==> src/core/pfcd_pkg.sv <==
/*
  Constants, command codes, operation codes and command-word decoding for
  the parallel flash command host. Assumes a 25 MHz core clock.
*/
package pfcd_pkg;
  localparam int PFCD_CLK_NS    = 40;
  localparam int PFCD_TWP_NS    = 70;
  localparam int PFCD_TWPH_NS   = 100;
  localparam int PFCD_TACC_NS   = 120;
  localparam int PFCD_TWP_CYC   = (PFCD_TWP_NS + PFCD_CLK_NS - 1) / PFCD_CLK_NS;
  localparam int PFCD_TREC_CYC  = (PFCD_TWPH_NS + PFCD_CLK_NS - 1) / PFCD_CLK_NS;
  // One extra cycle of margin for board delay on reads
  localparam int PFCD_TRD_CYC   = (PFCD_TACC_NS + PFCD_CLK_NS - 1) / PFCD_CLK_NS + 1;
  localparam int PFCD_US_CYC    = 1000 / PFCD_CLK_NS;
  localparam int PFCD_T_ID_US   = 10;
  localparam int PFCD_T_LOCK_MS = 10;
  localparam int PFCD_TMR_W     = 14;
  localparam int PFCD_DIV_W     = 5;
  localparam int PFCD_CNT_W     = 3;

  localparam logic [17:0] PFCD_A_5555  = 18'h05555;
  localparam logic [17:0] PFCD_A_2AAA  = 18'h02aaa;
  localparam logic [17:0] PFCD_A_ZERO  = 18'h00000;
  localparam logic [17:0] PFCD_A_LAST  = 18'h3ffff;
  localparam logic [17:0] PFCD_A_CMASK = 18'h07fff;
  localparam logic [7:0]  PFCD_D_AA = 8'haa;
  localparam logic [7:0]  PFCD_D_55 = 8'h55;
  localparam logic [7:0]  PFCD_D_80 = 8'h80;
  localparam logic [7:0]  PFCD_D_90 = 8'h90;
  localparam logic [7:0]  PFCD_D_60 = 8'h60;
  localparam logic [7:0]  PFCD_D_F0 = 8'hf0;
  localparam logic [7:0]  PFCD_D_A0 = 8'ha0;
  localparam logic [7:0]  PFCD_D_20 = 8'h20;
  localparam logic [7:0]  PFCD_D_10 = 8'h10;
  localparam logic [7:0]  PFCD_D_40 = 8'h40;
  localparam logic [7:0]  PFCD_D_00 = 8'h00;
  localparam logic [7:0]  PFCD_D_FF = 8'hff;

  localparam logic [3:0] PFCD_REG_CTRL  = 4'h0;
  localparam logic [3:0] PFCD_REG_ADDR  = 4'h4;
  localparam logic [3:0] PFCD_REG_WDATA = 4'h8;
  localparam logic [3:0] PFCD_REG_STAT  = 4'hc;
  localparam int PFCD_TOG_BIT = 6;

  typedef enum logic [3:0] {
    OP_NONE  = 4'h0, OP_READ  = 4'h1, OP_WRITE = 4'h2, OP_PWRITE = 4'h3,
    OP_ID3   = 4'h4, OP_ID6   = 4'h5, OP_IDX   = 4'h6, OP_PDIS   = 4'h7,
    OP_ERASE = 4'h8, OP_LOCKF = 4'h9, OP_LOCKL = 4'ha, OP_HVID   = 4'hb,
    OP_POLL  = 4'hc
  } pfcd_op_t;

  function automatic logic pfcd_is_write(input pfcd_op_t op);
    return !(op == OP_READ || op == OP_HVID || op == OP_POLL);
  endfunction : pfcd_is_write

  function automatic logic [2:0] pfcd_seq_len(input pfcd_op_t op);
    case (op)
      OP_PWRITE:                   return 3'h4;
      OP_IDX, OP_ID3:              return 3'h3;
      OP_ID6, OP_PDIS, OP_ERASE:   return 3'h6;
      OP_LOCKF, OP_LOCKL:          return 3'h7;
      default:                     return 3'h1;
    endcase
  endfunction : pfcd_seq_len

  // Word = {address, data}; prefix addresses kept inside A14..A0
  function automatic logic [25:0] pfcd_seq_word(input pfcd_op_t op, input logic [2:0] idx,
                                                input logic [17:0] ua, input logic [7:0] ud);
    logic [25:0] w;
    w = {PFCD_A_5555 & PFCD_A_CMASK, PFCD_D_AA};
    case (idx)
      3'h1, 3'h4: w = {PFCD_A_2AAA & PFCD_A_CMASK, PFCD_D_55};
      3'h2: begin
        case (op)
          OP_ID3:    w[7:0] = PFCD_D_90;
          OP_IDX:    w[7:0] = PFCD_D_F0;
          OP_PWRITE: w[7:0] = PFCD_D_A0;
          default:   w[7:0] = PFCD_D_80;
        endcase
      end
      3'h5: begin
        case (op)
          OP_ID6:   w[7:0] = PFCD_D_60;
          OP_PDIS:  w[7:0] = PFCD_D_20;
          OP_ERASE: w[7:0] = PFCD_D_10;
          default:  w[7:0] = PFCD_D_40;
        endcase
      end
      3'h6: w = (op == OP_LOCKL) ? {PFCD_A_LAST, PFCD_D_FF} : {PFCD_A_ZERO, PFCD_D_00};
      default: w = {PFCD_A_5555 & PFCD_A_CMASK, PFCD_D_AA};
    endcase
    if (!pfcd_is_write(op) || op == OP_WRITE || (op == OP_PWRITE && idx == 3'h3)) begin
      w = {ua, ud};
    end
    return w;
  endfunction : pfcd_seq_word
endpackage : pfcd_pkg

==> src/core/pfcd_cycle.sv <==
/*
  One timed flash bus cycle, read or write, on the chip-select, output-gate
  and write-strobe pins. Assumes start only while idle; done is a pulse.
*/
`timescale 1ns/10ps
`default_nettype none
module pfcd_cycle (
  input  wire logic        clk,
  input  wire logic        rst_n,
  input  wire logic        start,
  input  wire logic        wr,
  input  wire logic        hv,
  input  wire logic [17:0] addr,
  input  wire logic [7:0]  wdata,
  input  wire logic [7:0]  dq_i,
  output logic      [17:0] a_o,
  output logic      [7:0]  dq_o,
  output logic             dq_oe_n,
  output logic             ce_n,
  output logic             oe_n,
  output logic             we_n,
  output logic             hv_o,
  output logic      [7:0]  rdata,
  output logic             done
);
  import pfcd_pkg::*;
  typedef enum logic [2:0] {
    PH_IDLE = 3'h1, PH_ACT = 3'h2, PH_REC = 3'h4
  } pfcd_phase_t;
  pfcd_phase_t           ph_r;
  logic [PFCD_CNT_W-1:0] cnt_r;
  logic                  wr_r;

  always_ff @(posedge clk) begin
    if (!rst_n) begin
      ph_r    <= PH_IDLE;
      cnt_r   <= '0;
      wr_r    <= 1'b0;
      done    <= 1'b0;
      ce_n    <= 1'b1;
      oe_n    <= 1'b1;
      we_n    <= 1'b1;
      dq_oe_n <= 1'b1;
      hv_o    <= 1'b0;
      a_o     <= '0;
      dq_o    <= '0;
      rdata   <= '0;
    end else begin
      done <= 1'b0;
      case (ph_r)
        PH_IDLE: if (start) begin
          a_o     <= addr;
          dq_o    <= wdata;
          wr_r    <= wr;
          hv_o    <= hv && !wr;
          ce_n    <= 1'b0;
          we_n    <= !wr;
          oe_n    <= wr;
          dq_oe_n <= !wr;
          cnt_r   <= wr ? PFCD_CNT_W'(PFCD_TWP_CYC - 1) : PFCD_CNT_W'(PFCD_TRD_CYC - 1);
          ph_r    <= PH_ACT;
        end
        PH_ACT: if (cnt_r == '0) begin
          ce_n  <= 1'b1;
          oe_n  <= 1'b1;
          we_n  <= 1'b1;
          if (!wr_r) rdata <= dq_i;
          cnt_r <= PFCD_CNT_W'(PFCD_TREC_CYC - 1);
          ph_r  <= PH_REC;
        end else begin
          cnt_r <= cnt_r - 1'b1;
        end
        PH_REC: begin
          // Data held one cycle past the strobe's rising edge
          dq_oe_n <= 1'b1;
          if (cnt_r == '0) begin
            hv_o <= 1'b0;
            done <= 1'b1;
            ph_r <= PH_IDLE;
          end else begin
            cnt_r <= cnt_r - 1'b1;
          end
        end
        default: ph_r <= PH_IDLE;
      endcase
    end
  end
endmodule : pfcd_cycle
`default_nettype wire

==> src/core/pfcd_host.sv <==
/*
  Host controller for a byte-wide flash: software writes an operation over
  classic Wishbone, and the block plays the unlock sequences, reads, pauses
  and toggle polling on the flash pins. Assumes the flash pins are wired
  straight to the part and the high-voltage switch follows FL_HV_ID.
*/
// Local design decisions: the address map and the Wishbone register port.
`timescale 1ns/10ps
`default_nettype none
module pfcd_host #(
  parameter int LOCK_PAUSE_US = pfcd_pkg::PFCD_T_LOCK_MS * 1000
) (
  input  wire logic        CORE_CLK,
  input  wire logic        RST_N,
  input  wire logic        WB_CYC_I,
  input  wire logic        WB_STB_I,
  input  wire logic        WB_WE_I,
  input  wire logic [3:0]  WB_ADR_I,
  input  wire logic [3:0]  WB_SEL_I,
  input  wire logic [31:0] WB_DAT_I,
  output logic      [31:0] WB_DAT_O,
  output logic             WB_ACK_O,
  output logic      [17:0] FL_ADDR,
  input  wire logic [7:0]  FL_DQ_I,
  output logic      [7:0]  FL_DQ_O,
  output logic             FL_DQ_OE_N,
  output logic             FL_CE_N,
  output logic             FL_OE_N,
  output logic             FL_WE_N,
  output logic             FL_HV_ID
);
  import pfcd_pkg::*;

  typedef enum logic [5:0] {
    S_IDLE  = 6'h01, S_CMD  = 6'h02, S_CWAIT = 6'h04,
    S_PAUSE = 6'h08, S_POLL = 6'h10, S_PWAIT = 6'h20
  } pfcd_state_t;

  pfcd_state_t           state_r, state_nxt;
  pfcd_op_t              op_r, op_in;
  logic [2:0]            idx_r;
  logic [17:0]           addr_r;
  logic [7:0]            wdata_r, rdata_r, eng_rd;
  logic                  id_mode_r, prot_r, poll_have_r, poll_prev_r, ack_r;
  logic                  wb_req, ctrl_wr, start_ok, last_w;
  logic                  eng_go, eng_wr, eng_hv, eng_done, tmr_go, tmr_done;
  logic [25:0]           word_w;
  logic [17:0]           eng_addr;
  logic [PFCD_TMR_W-1:0] tmr_len;

  assign wb_req   = WB_CYC_I && WB_STB_I && !ack_r;
  assign ctrl_wr  = wb_req && WB_WE_I && WB_SEL_I[0] && (WB_ADR_I == PFCD_REG_CTRL);
  assign op_in    = pfcd_op_t'(WB_DAT_I[3:0]);
  // Orders arriving while busy are dropped; software checks the busy flag
  assign start_ok = ctrl_wr && (state_r == S_IDLE) && (op_in != OP_NONE) && (op_in <= OP_POLL);
  assign WB_ACK_O = ack_r;

  always_comb begin
    word_w   = pfcd_seq_word(op_r, idx_r, addr_r, wdata_r);
    last_w   = (idx_r == pfcd_seq_len(op_r) - 3'h1);
    eng_go   = (state_r == S_CMD) || (state_r == S_POLL);
    eng_wr   = (state_r == S_CMD) && pfcd_is_write(op_r);
    eng_hv   = (state_r == S_CMD) && (op_r == OP_HVID);
    eng_addr = (state_r == S_POLL) ? addr_r : word_w[25:8];
  end

  always_comb begin
    state_nxt = state_r;
    tmr_go    = 1'b0;
    tmr_len   = PFCD_TMR_W'(PFCD_T_ID_US);
    case (state_r)
      S_IDLE: begin
        if (start_ok) state_nxt = (op_in == OP_POLL) ? S_POLL : S_CMD;
      end
      S_CMD: state_nxt = S_CWAIT;
      S_CWAIT: begin
        if (eng_done) begin
          if (!last_w) begin
            state_nxt = S_CMD;
          end else if (op_r == OP_ID3 || op_r == OP_ID6 || op_r == OP_IDX) begin
            state_nxt = S_PAUSE;
            tmr_go    = 1'b1;
          end else if (op_r == OP_LOCKF || op_r == OP_LOCKL) begin
            state_nxt = S_PAUSE;
            tmr_go    = 1'b1;
            tmr_len   = PFCD_TMR_W'(LOCK_PAUSE_US);
          end else if (pfcd_is_write(op_r)) begin
            state_nxt = S_POLL;
          end else begin
            state_nxt = S_IDLE;
          end
        end
      end
      S_POLL: state_nxt = S_PWAIT;
      S_PWAIT: begin
        if (eng_done) begin
          // Two equal toggle bits in a row mean the internal write is over
          if (poll_have_r && eng_rd[PFCD_TOG_BIT] == poll_prev_r) state_nxt = S_IDLE;
          else state_nxt = S_POLL;
        end
      end
      S_PAUSE: begin
        if (tmr_done) state_nxt = S_IDLE;
      end
      default: state_nxt = S_IDLE;
    endcase
  end

  always_ff @(posedge CORE_CLK) begin
    if (!RST_N) state_r <= S_IDLE;
    else        state_r <= state_nxt;
  end

  always_ff @(posedge CORE_CLK) begin
    if (!RST_N) begin
      op_r  <= OP_NONE;
      idx_r <= '0;
    end else if (state_r == S_IDLE && start_ok) begin
      op_r  <= op_in;
      idx_r <= '0;
    end else if (state_r == S_CWAIT && eng_done && !last_w) begin
      idx_r <= idx_r + 3'h1;
    end
  end

  // Host-side view of the part's modes; power-up assumes normal mode
  always_ff @(posedge CORE_CLK) begin
    if (!RST_N) begin
      id_mode_r <= 1'b0;
      prot_r    <= 1'b0;
    end else if (state_r == S_CWAIT && eng_done && last_w) begin
      if (op_r == OP_ID3 || op_r == OP_ID6) id_mode_r <= 1'b1;
      if (op_r == OP_IDX)                   id_mode_r <= 1'b0;
      if (op_r == OP_PWRITE)                prot_r    <= 1'b1;
      if (op_r == OP_PDIS)                  prot_r    <= 1'b0;
    end
  end

  always_ff @(posedge CORE_CLK) begin
    if (!RST_N) begin
      rdata_r     <= '0;
      poll_have_r <= 1'b0;
      poll_prev_r <= 1'b0;
    end else if (state_r == S_IDLE && start_ok) begin
      poll_have_r <= 1'b0;
    end else if (eng_done && state_r == S_PWAIT) begin
      rdata_r     <= eng_rd;
      poll_have_r <= 1'b1;
      poll_prev_r <= eng_rd[PFCD_TOG_BIT];
    end else if (eng_done && state_r == S_CWAIT && !pfcd_is_write(op_r)) begin
      rdata_r <= eng_rd;
    end
  end

  always_ff @(posedge CORE_CLK) begin
    if (!RST_N) ack_r <= 1'b0;
    else        ack_r <= wb_req;
  end

  always_ff @(posedge CORE_CLK) begin
    if (!RST_N) begin
      addr_r  <= '0;
      wdata_r <= '0;
    end else if (wb_req && WB_WE_I && state_r == S_IDLE) begin
      if (WB_ADR_I == PFCD_REG_ADDR) begin
        if (WB_SEL_I[0]) addr_r[7:0]   <= WB_DAT_I[7:0];
        if (WB_SEL_I[1]) addr_r[15:8]  <= WB_DAT_I[15:8];
        if (WB_SEL_I[2]) addr_r[17:16] <= WB_DAT_I[17:16];
      end
      if (WB_ADR_I == PFCD_REG_WDATA && WB_SEL_I[0]) wdata_r <= WB_DAT_I[7:0];
    end
  end

  always_ff @(posedge CORE_CLK) begin
    if (!RST_N) begin
      WB_DAT_O <= '0;
    end else if (wb_req) begin
      case (WB_ADR_I)
        PFCD_REG_CTRL:  WB_DAT_O <= {28'h0000000, op_r};
        PFCD_REG_ADDR:  WB_DAT_O <= {14'h0000, addr_r};
        PFCD_REG_WDATA: WB_DAT_O <= {24'h000000, wdata_r};
        PFCD_REG_STAT:  WB_DAT_O <= {21'h000000, prot_r, id_mode_r,
                                     state_r != S_IDLE, rdata_r};
        default:        WB_DAT_O <= '0;
      endcase
    end
  end

  pfcd_cycle pfcd_cycle_inst (
    .clk     (CORE_CLK),
    .rst_n   (RST_N),
    .start   (eng_go),
    .wr      (eng_wr),
    .hv      (eng_hv),
    .addr    (eng_addr),
    .wdata   (word_w[7:0]),
    .dq_i    (FL_DQ_I),
    .a_o     (FL_ADDR),
    .dq_o    (FL_DQ_O),
    .dq_oe_n (FL_DQ_OE_N),
    .ce_n    (FL_CE_N),
    .oe_n    (FL_OE_N),
    .we_n    (FL_WE_N),
    .hv_o    (FL_HV_ID),
    .rdata   (eng_rd),
    .done    (eng_done)
  );

  pfcd_timer pfcd_timer_inst (
    .clk   (CORE_CLK),
    .rst_n (RST_N),
    .start (tmr_go),
    .len   (tmr_len),
    .done  (tmr_done)
  );

  property p_first_word;
    @(posedge CORE_CLK) disable iff (!RST_N)
      (state_r == S_CMD && idx_r == 3'h0 && pfcd_seq_len(op_r) > 3'h1)
        |-> (eng_addr == PFCD_A_5555 && word_w[7:0] == PFCD_D_AA) ##1 !FL_WE_N;
  endproperty
  a_first_word: assert property (p_first_word) else $error("bad first unlock word");

  property p_second_word;
    @(posedge CORE_CLK) disable iff (!RST_N)
      (state_r == S_CMD && idx_r == 3'h1 && pfcd_seq_len(op_r) > 3'h1)
        |-> ##1 (FL_ADDR == PFCD_A_2AAA && FL_DQ_O == PFCD_D_55 && !FL_WE_N);
  endproperty
  a_second_word: assert property (p_second_word) else $error("bad second unlock word");

  property p_id3;
    @(posedge CORE_CLK) disable iff (!RST_N)
      (state_r == S_CMD && op_r == OP_ID3 && idx_r == 3'h2) |-> ##1 FL_DQ_O == PFCD_D_90;
  endproperty
  a_id3: assert property (p_id3) else $error("short id entry code wrong");

  property p_id6;
    @(posedge CORE_CLK) disable iff (!RST_N)
      (state_r == S_CMD && op_r == OP_ID6 && idx_r == 3'h5) |-> ##1 FL_DQ_O == PFCD_D_60;
  endproperty
  a_id6: assert property (p_id6) else $error("long id entry code wrong");

  property p_idx;
    @(posedge CORE_CLK) disable iff (!RST_N)
      (state_r == S_CMD && op_r == OP_IDX && idx_r == 3'h2) |-> ##1 FL_DQ_O == PFCD_D_F0;
  endproperty
  a_idx: assert property (p_idx) else $error("id exit code wrong");

  property p_prot;
    @(posedge CORE_CLK) disable iff (!RST_N)
      (state_r == S_CMD && op_r == OP_PWRITE && idx_r == 3'h2)
        |-> ##1 (FL_DQ_O == PFCD_D_A0 && FL_ADDR == PFCD_A_5555);
  endproperty
  a_prot: assert property (p_prot) else $error("protect code wrong");

  property p_pdis_erase;
    @(posedge CORE_CLK) disable iff (!RST_N)
      (state_r == S_CMD && idx_r == 3'h5 && (op_r == OP_PDIS || op_r == OP_ERASE))
        |-> ##1 FL_DQ_O == ((op_r == OP_PDIS) ? PFCD_D_20 : PFCD_D_10);
  endproperty
  a_pdis_erase: assert property (p_pdis_erase) else $error("sixth code wrong");

  property p_lock_last;
    @(posedge CORE_CLK) disable iff (!RST_N)
      (state_r == S_CMD && op_r == OP_LOCKL && idx_r == 3'h6)
        |-> ##1 (FL_ADDR == PFCD_A_LAST && FL_DQ_O == PFCD_D_FF);
  endproperty
  a_lock_last: assert property (p_lock_last) else $error("lock word wrong");

  property p_lock_pause;
    @(posedge CORE_CLK) disable iff (!RST_N)
      (tmr_go && (op_r == OP_LOCKF || op_r == OP_LOCKL))
        |-> tmr_len == PFCD_TMR_W'(LOCK_PAUSE_US) ##1 (state_r == S_PAUSE) [*8];
  endproperty
  a_lock_pause: assert property (p_lock_pause) else $error("lock pause cut short");

  property p_write_pins;
    @(posedge CORE_CLK) disable iff (!RST_N)
      !FL_WE_N |-> (!FL_CE_N && FL_OE_N && !FL_DQ_OE_N && !FL_HV_ID);
  endproperty
  a_write_pins: assert property (p_write_pins) else $error("write strobe misuse");

  property p_read_pins;
    @(posedge CORE_CLK) disable iff (!RST_N)
      !FL_OE_N |-> (!FL_CE_N && FL_WE_N && FL_DQ_OE_N);
  endproperty
  a_read_pins: assert property (p_read_pins) else $error("read drives data bus");

  c_id3:  cover property (@(posedge CORE_CLK) state_r == S_PAUSE && op_r == OP_ID3);
  c_lock: cover property (@(posedge CORE_CLK) tmr_done && op_r == OP_LOCKL);
  c_poll: cover property (@(posedge CORE_CLK) state_r == S_PWAIT ##1 state_r == S_POLL);
  c_hvid: cover property (@(posedge CORE_CLK) FL_HV_ID && !FL_OE_N);
endmodule : pfcd_host
`default_nettype wire

==> src/core/pfcd_timer.sv <==
/*
  Microsecond pause timer: a divider gives a one-cycle tick each
  microsecond, and a down-counter ends the pause. Assumes len is nonzero.
*/
`timescale 1ns/10ps
`default_nettype none
module pfcd_timer (
  input  wire logic                            clk,
  input  wire logic                            rst_n,
  input  wire logic                            start,
  input  wire logic [pfcd_pkg::PFCD_TMR_W-1:0] len,
  output logic                                 done
);
  import pfcd_pkg::*;
  logic [PFCD_DIV_W-1:0] div_r;
  logic [PFCD_TMR_W-1:0] left_r;
  logic                  run_r;
  logic                  tick;

  assign tick = run_r && (div_r == PFCD_DIV_W'(PFCD_US_CYC - 1));

  always_ff @(posedge clk) begin
    if (!rst_n || start || tick) div_r <= '0;
    else if (run_r)              div_r <= div_r + 1'b1;
  end

  always_ff @(posedge clk) begin
    if (!rst_n) begin
      run_r  <= 1'b0;
      left_r <= '0;
      done   <= 1'b0;
    end else begin
      done <= 1'b0;
      if (start) begin
        run_r  <= 1'b1;
        left_r <= len;
      end else if (tick) begin
        left_r <= left_r - 1'b1;
        if (left_r == PFCD_TMR_W'(1)) begin
          run_r <= 1'b0;
          done  <= 1'b1;
        end
      end
    end
  end
endmodule : pfcd_timer
`default_nettype wire

==> config.mk <==
export PLATFORM = sky130hd
export DESIGN_NAME = pfcd_host
export DESIGN_NICKNAME = d
export VERILOG_FILES = /design/src/core/pfcd_pkg.sv /design/src/core/pfcd_cycle.sv /design/src/core/pfcd_host.sv /design/src/core/pfcd_timer.sv
export SDC_FILE = /design/constraint.sdc
export NUM_CORES = 1
export LEC_CHECK = 0
export ABC_AREA = 1
export BUFFER_PORTS_ARGS = -buffer_cell sky130_fd_sc_hd__buf_4
export CORE_MARGIN = 8
export CORE_UTILIZATION = 35
export CTS_BUF_LIST = sky130_fd_sc_hd__clkbuf_16
export CTS_CLUSTER_SIZE = 28
export DETAILED_ROUTE_END_ITERATION = 10
export PLACE_DENSITY = 0.59
export SLEW_MARGIN = 0
export SYNTH_ARGS = -nofsm -noshare
export SYNTH_HDL_FRONTEND = slang
export SYNTH_SLANG_ARGS = --single-unit
==> constraint.sdc <==
create_clock -name CORE_CLK -period 1.75 [get_ports CORE_CLK]
set_clock_uncertainty 0.15 [all_clocks]
set_input_delay 0.175 -clock CORE_CLK [delete_from_list [all_inputs] [get_ports CORE_CLK]]
set_output_delay 0.175 -clock CORE_CLK [all_outputs]
set_load 0.01 [all_outputs]
==> results of run 1 <==
synth_stat cells (all sizes together) (8+ instances only):
| library cell | n |
|---|---|
| nor2 | 141 |
| inv | 135 |
| clkbuf | 18 |
| o22ai | 8 |
| ha | 12 |
| dfxtp | 141 |
| o21ai | 85 |
| nand2 | 181 |
| xor2 | 8 |
| nor3 | 16 |
| nand3 | 55 |
| o211ai | 9 |
| nand4 | 11 |
| buf | 26 |
| a21oi | 93 |
registers in the layout (all words and copies together) (netlist names), 3 cells and up, named ones only:
register and cells:
pfcd_cycle_inst.rdata 8, idx_r 3, state_r 6, op_r 4
addr_r 18, pfcd_cycle_inst.dq_o 8, WB_DAT_O 18, pfcd_cycle_inst.cnt_r 3
wdata_r 8, pfcd_cycle_inst.ph_r 3, pfcd_cycle_inst.a_o 18, rdata_r 8
pfcd_timer_inst.div_r 5, pfcd_timer_inst.left_r 14
layer usage:
layer	GRT usage, %	up-vias
met1	20.3	3322
li1	-	3538
met2	29.0	187
met4	7.42	0
met5	0	-
met3	4.11	41
power breakdown:
| group | internal [uW] | total [uW] | switching (uW) |
|---|---|---|---|
| registers | 3390 | 3530 | 137 |
| logic | 890 | 1980 | 1090 |
| clock network | 1940 | 3420 | 1480 |
metrics by stage:
stage	cell area (um^2)	utilization, %	setup slack (ps)	setup TNS [ps]
finish	10400	54.4	-158	-4820
global route	10400	54.4	-254	-13390
CTS	9400	48.9	-120	-3610
detailed placement	8200	42.7	-171	-4400
global placement	8200	42.7	-113	-3260
floorplan	6850	-	-45.0	-45.0
cell families after synthesis:
family,Yosys count
buffers and inverters,179
flip-flops,141
AND/OR/NAND/NOR,411
XOR/XNOR,12
adder cells (fa/ha/maj),12
AO/OA/AOI/OAI,212
other,1
timing repair:
action,CTS,global route
resized for setup,59,253
cloned,3,7
setup endpoints to repair,66,110
endpoints found under the hold margin,39,0
hold buffers,28,0
buffers inserted,11,26
pin swaps,18,85
worst min-delay path by stage:
stage	endpoint	start	slack, ps
5_1_grt	addr_r[13]	WB_SEL_I[1]	30
2_1_floorplan	pfcd_cycle_inst.rdata[0]	FL_DQ_I[0]	160
4_1_cts	op_r[0]	WB_DAT_I[0]	30
6_report	addr_r[9]	WB_SEL_I[1]	-7
3_5_place_dp	pfcd_cycle_inst.rdata[4]	FL_DQ_I[4]	260
3_3_place_gp	pfcd_cycle_inst.rdata[5]	FL_DQ_I[5]	250
area by class of cell:
cell class	instances	area, um^2	share of cell area (%)
clock buffers	17	425	4.07
clock inverters	15	124	1.19
inverters	135	559	5.35
multi-input cells	661	4090	39.1
flip-flops and latches	141	2850	27.2
well taps	265	332	3.17
repair buffers	227	2060	19.8
repair inverters	1	11.3	0.108
critical path, stage by stage (launching register included):
cell and delay (ps):
dfxtp_4 360, nor2_4 140, nand4_1 170, nand2_2 140
inv_2 60, nor2_4 100, buf_12 190, clkinv_16 80
clkbuf_16 190, a21oi_4 130, a21oi_2 60
==> metrics.md, run 1 <==
| Metric | Value |
|---|---|
| Minimum clock period | 1910 ps |
| Pwr/cell area | 855 nW/um^2 |
| Proportion of synthesized area in mux cells | 0% |
| Remaining global-route overflow | 0 |
| Register area share after synthesis | 41.7% |
| Vias in the first global route | 6731 |
| Worst Setup Slack, final | -158 ps |
| Largest family of logic cells by synthesized area | simple AND/OR/NAND/NOR gates |
| Unrepaired setup endpoints after global routing | true |
| Root buf cell | clkbuf_16 |
| Layout cells sized above 1 | 37.2% |
| Area Growth Syn to Fin | 54.4% |
| Synth warn | 0 |
| TritonCTS clock tree | done |
| Crit. Startpoint | state_r[1] |
| Met2 WL | 11.1 mm |
| Tcrit/Tclk final | 109% |
| Antenna Nets Post-Route | 0 |
| R2R Setup Slk | -160 ps |
| Worst EP arrival | 2070 ps |
| Register bit count reported by yosys | 141 |
| Met3 WL | 1.17 mm |
| Reg2Reg Depth | 10 |
| Element type at the critical path start | flop |
| Full die area | 24000 um^2 |
| Reg-to-Reg Start | state_r[1] |
| Initial Utilization | 35.2% |
| Required @ worst endpoint | 1910 ps |
| Initial antenna violation count | 0 |
| Clock Pin Slew Worst Setup and Hold Paths | 60 ps |
| FP Rows | 51 |
| Most frequent cells in the layout | buf_4, nand2_1, dfxtp_1 |
| Slew Viols, Final | 0 |
| DIE WIDTH | 155 um |
| First-pass GRT wire length | 33.2 mm |
| Post-DP HPWL | 14.6 mm |
| Compound-cell area share of the yosys netlist | 17.0% |
| DRT iter0 DRCs | 345 |
| Commonest non-fill, non-tap cell in the layout | buf_4 |
| Clock latency on the worst-skew pair | 430 ps |
| CTS Buf Count | 17 |
| Nets | 1249 |
| Top cells by area, synth | dfxtp_1, nand2_1, nor2_1 |
| Core area | 19200 um^2 |
| Reg2reg end | pfcd_cycle_inst.a_o[14] |
| Uppermost routed layer | met4 |
| Global placer's final weighted congestion | 0.884 |
| Worst hold path depth | 4 |
| Mapped Cells | 968 |
| HP Class | input pin to flop |
| Area leader, netlist | dfxtp_1 |
| Worst hold slack | -6.63 ps |
| CTS sink cnt | 141 |
| Path type of the worst setup path | flop to flop |
| Simple-gate share of the synthesized area | 26.5% |
| Synthesized area per cell | 6.99 um^2 |
| Die H | 155 um |
| Crit path max fanout | 8 |
| Number of vias per cell | 4.85 |
| Critical Path End Type | flop |
| Final Hold Viols | 1 |
| Io pins | 117 |
| Filler cell count in the final layout | 1736 |
| Largest net degree at the start of global routing | 50 |
| TritonRoute pass-1 iters | 6 |
| Status | finished with violations |
| Netlist cell types | 41 |
| Failing checks | hold timing, setup timing |
| Asr flop ratio synth | 0% |
| M1 WL | 9.48 mm |
| Total Power | 8930 uW |
| Worst setup path endpoint | pfcd_cycle_inst.a_o[14] |
| Drt wl/cell | 15.3 um |
| Finished Layout Cells | 1462 |
| Adder-Cell Fraction of Synth Area | 2.22% |
| Post-synth top area share | 41.7% |
| DR vias | 7088 |
| Main synth FF type | dfxtp_1 |
| Number of synthesized flops with an enable pin | 0 |
| Max VDD drop | 750 uV |
| Mapped cell area | 6770 um^2 |
| Post-placement cell count | 1361 |
| LEAKAGE | 0.00458 uW |
| Total Routing Usage GR | 17.1% |
| Final wirelength | 22.4 mm |
| Synth Area in XOR/XNOR | 1.55% |
| CTS max path bufs | 2 |
| DRC Markers | 0 |
| Max Cap Viol | 0 |
| # H-tree levels | 4 |
| ANT cells | 0 |
| Achievable frequency | 524 MHz |
| Endpoints failing setup | 78 |
| # port buffers | 87 |
Note: power is estimated with default switching activity, not from simulation.
==> inputs of run 2 (changes only) <==
- ABC_AREA: 1 -> 0
- PLACE_DENSITY: 0.59 -> 0.57
- clock period: 1.75 -> 2.35 ns (I/O delays scaled with it)
==> metrics.md, run 2 <==
| Metric | Value |
|---|---|
| Register share of total power | 44.6% |
| LEAKAGE | 0.00373 uW |
| ANT cells | 0 |
| Max VDD drop | 492 uV |
| Total Routing Usage GR | 15.8% |
| Post-DP HPWL | 14.0 mm |
| Mapped Cells | 799 |
| P_sw | 1380 uW |
| Worst Setup Slack, final | 48.3 ps |
| # port buffers | 87 |
| FP Rows | 50 |
| Remaining global-route overflow | 0 |
| Tcrit/Tclk final | 97.9% |
| Unrepaired setup endpoints after global routing | false |
| Final Hold Viols | 0 |
| Synth warn | 0 |
| Post-synth top area share | 42.1% |
| Comb power frac | 5.4% |
| DR vias | 6085 |
| Status | complete, no violations |
| Register bit count reported by yosys | 141 |
| DRC Markers | 0 |
| Cell area after placement | 7770 um^2 |
| Io pins | 117 |
| Clock share of power | 50.0% |
| Netlist cell types | 71 |
| DIE WIDTH | 154 um |
| # H-tree levels | 4 |
| Root buf cell | clkbuf_16 |
| Antenna Nets Post-Route | 0 |
| Internal | 4050 uW |
| Total Power | 5430 uW |
| Layout cells sized above 1 | 21.2% |
| Asr flop ratio synth | 0% |
| Achievable frequency | 434 MHz |
| Final instance area | 8710 um^2 |
| Full die area | 23900 um^2 |
| Top cells by area, synth | dfxtp_1, nor2_1, mux2i_1 |
| DRT iter0 DRCs | 439 |
| Clock latency on the worst-skew pair | 420 ps |
| CTS max path bufs | 2 |
| Synthesized area per cell | 8.40 um^2 |
| Setup TNS | 0 ps |
| CTS Buf Count | 17 |
| Main synth FF type | dfxtp_1 |
| Number of vias per cell | 5.15 |
| Setup WS pre-CTS | 31.5 ps |
| Top Registers | WB_DAT_O x18, addr_r x18, pfcd_cycle_inst.a_o x18 |
| Initial antenna violation count | 0 |
| Final wirelength | 19.0 mm |
| Slew Viols, Final | 0 |
| CTS sink cnt | 141 |
| Most common library cells after synthesis | dfxtp_1, nor2_1, a21oi_1, nand2_1, o21ai_0 |
| Vias in the first global route | 5698 |
| Worst EP arrival | 2440 ps |
| Most frequent cells in the layout | dfxtp_1, buf_4, nor2_1 |
| Core area | 18800 um^2 |
| Path type of the worst setup path | input pin to flop |
| Element type at the critical path start | input pin |
| Required @ worst endpoint | 2490 ps |
| Initial Utilization | 35.8% |
| Area Growth Syn to Fin | 29.9% |
| First-pass GRT wire length | 30.4 mm |
| Crit path max fanout | 8 |
| TritonRoute pass-1 iters | 6 |
| Die H | 154 um |
| Register area share after synthesis | 42.1% |
| TritonCTS clock tree | done |
| Clock Pin Slew Worst Setup and Hold Paths | 60 ps |
| HP Class | input pin to flop |
| Global placer's final weighted congestion | 0.845 |
| Nets | 999 |
| Worst hold slack | 50.3 ps |
| Critical Path End Type | flop |
| Largest net degree at the start of global routing | 35 |
| Max-slew headroom | 60.2% |
| Minimum clock period | 2300 ps |
| Number of synthesized flops with an enable pin | 0 |
| Endpoints failing setup | 0 |
| Mapped cell area | 6710 um^2 |
| Max Cap Viol | 0 |
| Commonest non-fill, non-tap cell in the layout | dfxtp_1 |
| Drt wl/cell | 16.1 um |
| Area leader, netlist | dfxtp_1 |
| Least-Margin Pin Slew | 595 ps |
| Sw frac | 25.4% |
| Most common cell in the netlist | dfxtp_1 |
| Pwr/cell area | 623 nW/um^2 |
[run 2: changes by cell type in the layout (fill, tap and decap cells not counted), moves of 22 or more]
cell,before,now
a21oi_2,29,1
buf_4,162,133
buf_6,22,0
inv_1,111,20
mux2i_1,0,37
nand2_1,137,64
nand2_2,27,3
o21ai_2,23,0
[run 2: worst max-delay path, cell delays in order]
cell	delay, ps
dlygate4sd3_1	540
buf_4	170
or4_4	540
o21ai_4	110
nor2_4	100
or4b_4	520
a21oi_2	160
a21oi_1	60
[run 2: cell families after synthesis]
family,share of synthesized area (%)
adder cells (fa/ha/maj),2.24
flip-flops,42.1
AND/OR/NAND/NOR,24.0
XOR/XNOR,2.96
multiplexers,5.69
AO/OA/AOI/OAI,17.5
buffers and inverters,5.48
other,0.0559
[run 2: per-stage QoR]
stage,std cells,utilization [%]
after floorplan,812,-
after global placement,1121,41.4
after detailed placement,1121,41.4
after CTS,1179,46.0
after global routing,1181,46.4
final,1181,46.4
[run 2: per-layer routing]
layer	vias up	GRT usage (%)	wire length [um]
li1	3059	-	-
met5	-	0	0
met2	142	24.6	8530
met3	14	3.65	1020
met1	2870	21.3	9220
met4	0	4.62	197
[run 2: power groups by stage]
stage	registers, uW	clock network [uW]	logic (uW)
2_1_floorplan	2460	0	172
3_3_place_gp	2470	0	257
3_5_place_dp	2470	0	257
4_1_cts	2420	2780	294
5_1_grt	2420	2880	323
6_report	2420	2720	295
[run 2: area by class of cell]
| cell class | instances | area [um^2] |
|---|---|---|
| Inverter | 21 | 78.8 |
| Clock inverter | 15 | 178 |
| Multi-Input combinational cell | 592 | 3610 |
| Tap cell | 234 | 293 |
| Timing Repair Buffer | 161 | 1300 |
| Sequential cell | 141 | 2820 |
| Clock buffer | 17 | 425 |
| Fill cell | 1848 | 10100 |
[run 2: timing repair]
item                                    CTS  global route
hold buffers                             26             0
resized for setup                         0             8
hold endpoints to repair                 36             0
endpoints found under the setup margin    0            16
setup buffers                             0             1
[run 2: worst paths after layout]
path	to	startpoint	slack (ps)	cells past startpoint
max	flop	WB_DAT_I[3]	50	8
min	addr_r[16]	WB_SEL_I[2]	50	4
max reg2reg	flop	state_r[4]	140	6
min reg2reg	pfcd_cycle_inst.dq_o[2]	pfcd_cycle_inst.dq_o[2]	300	2
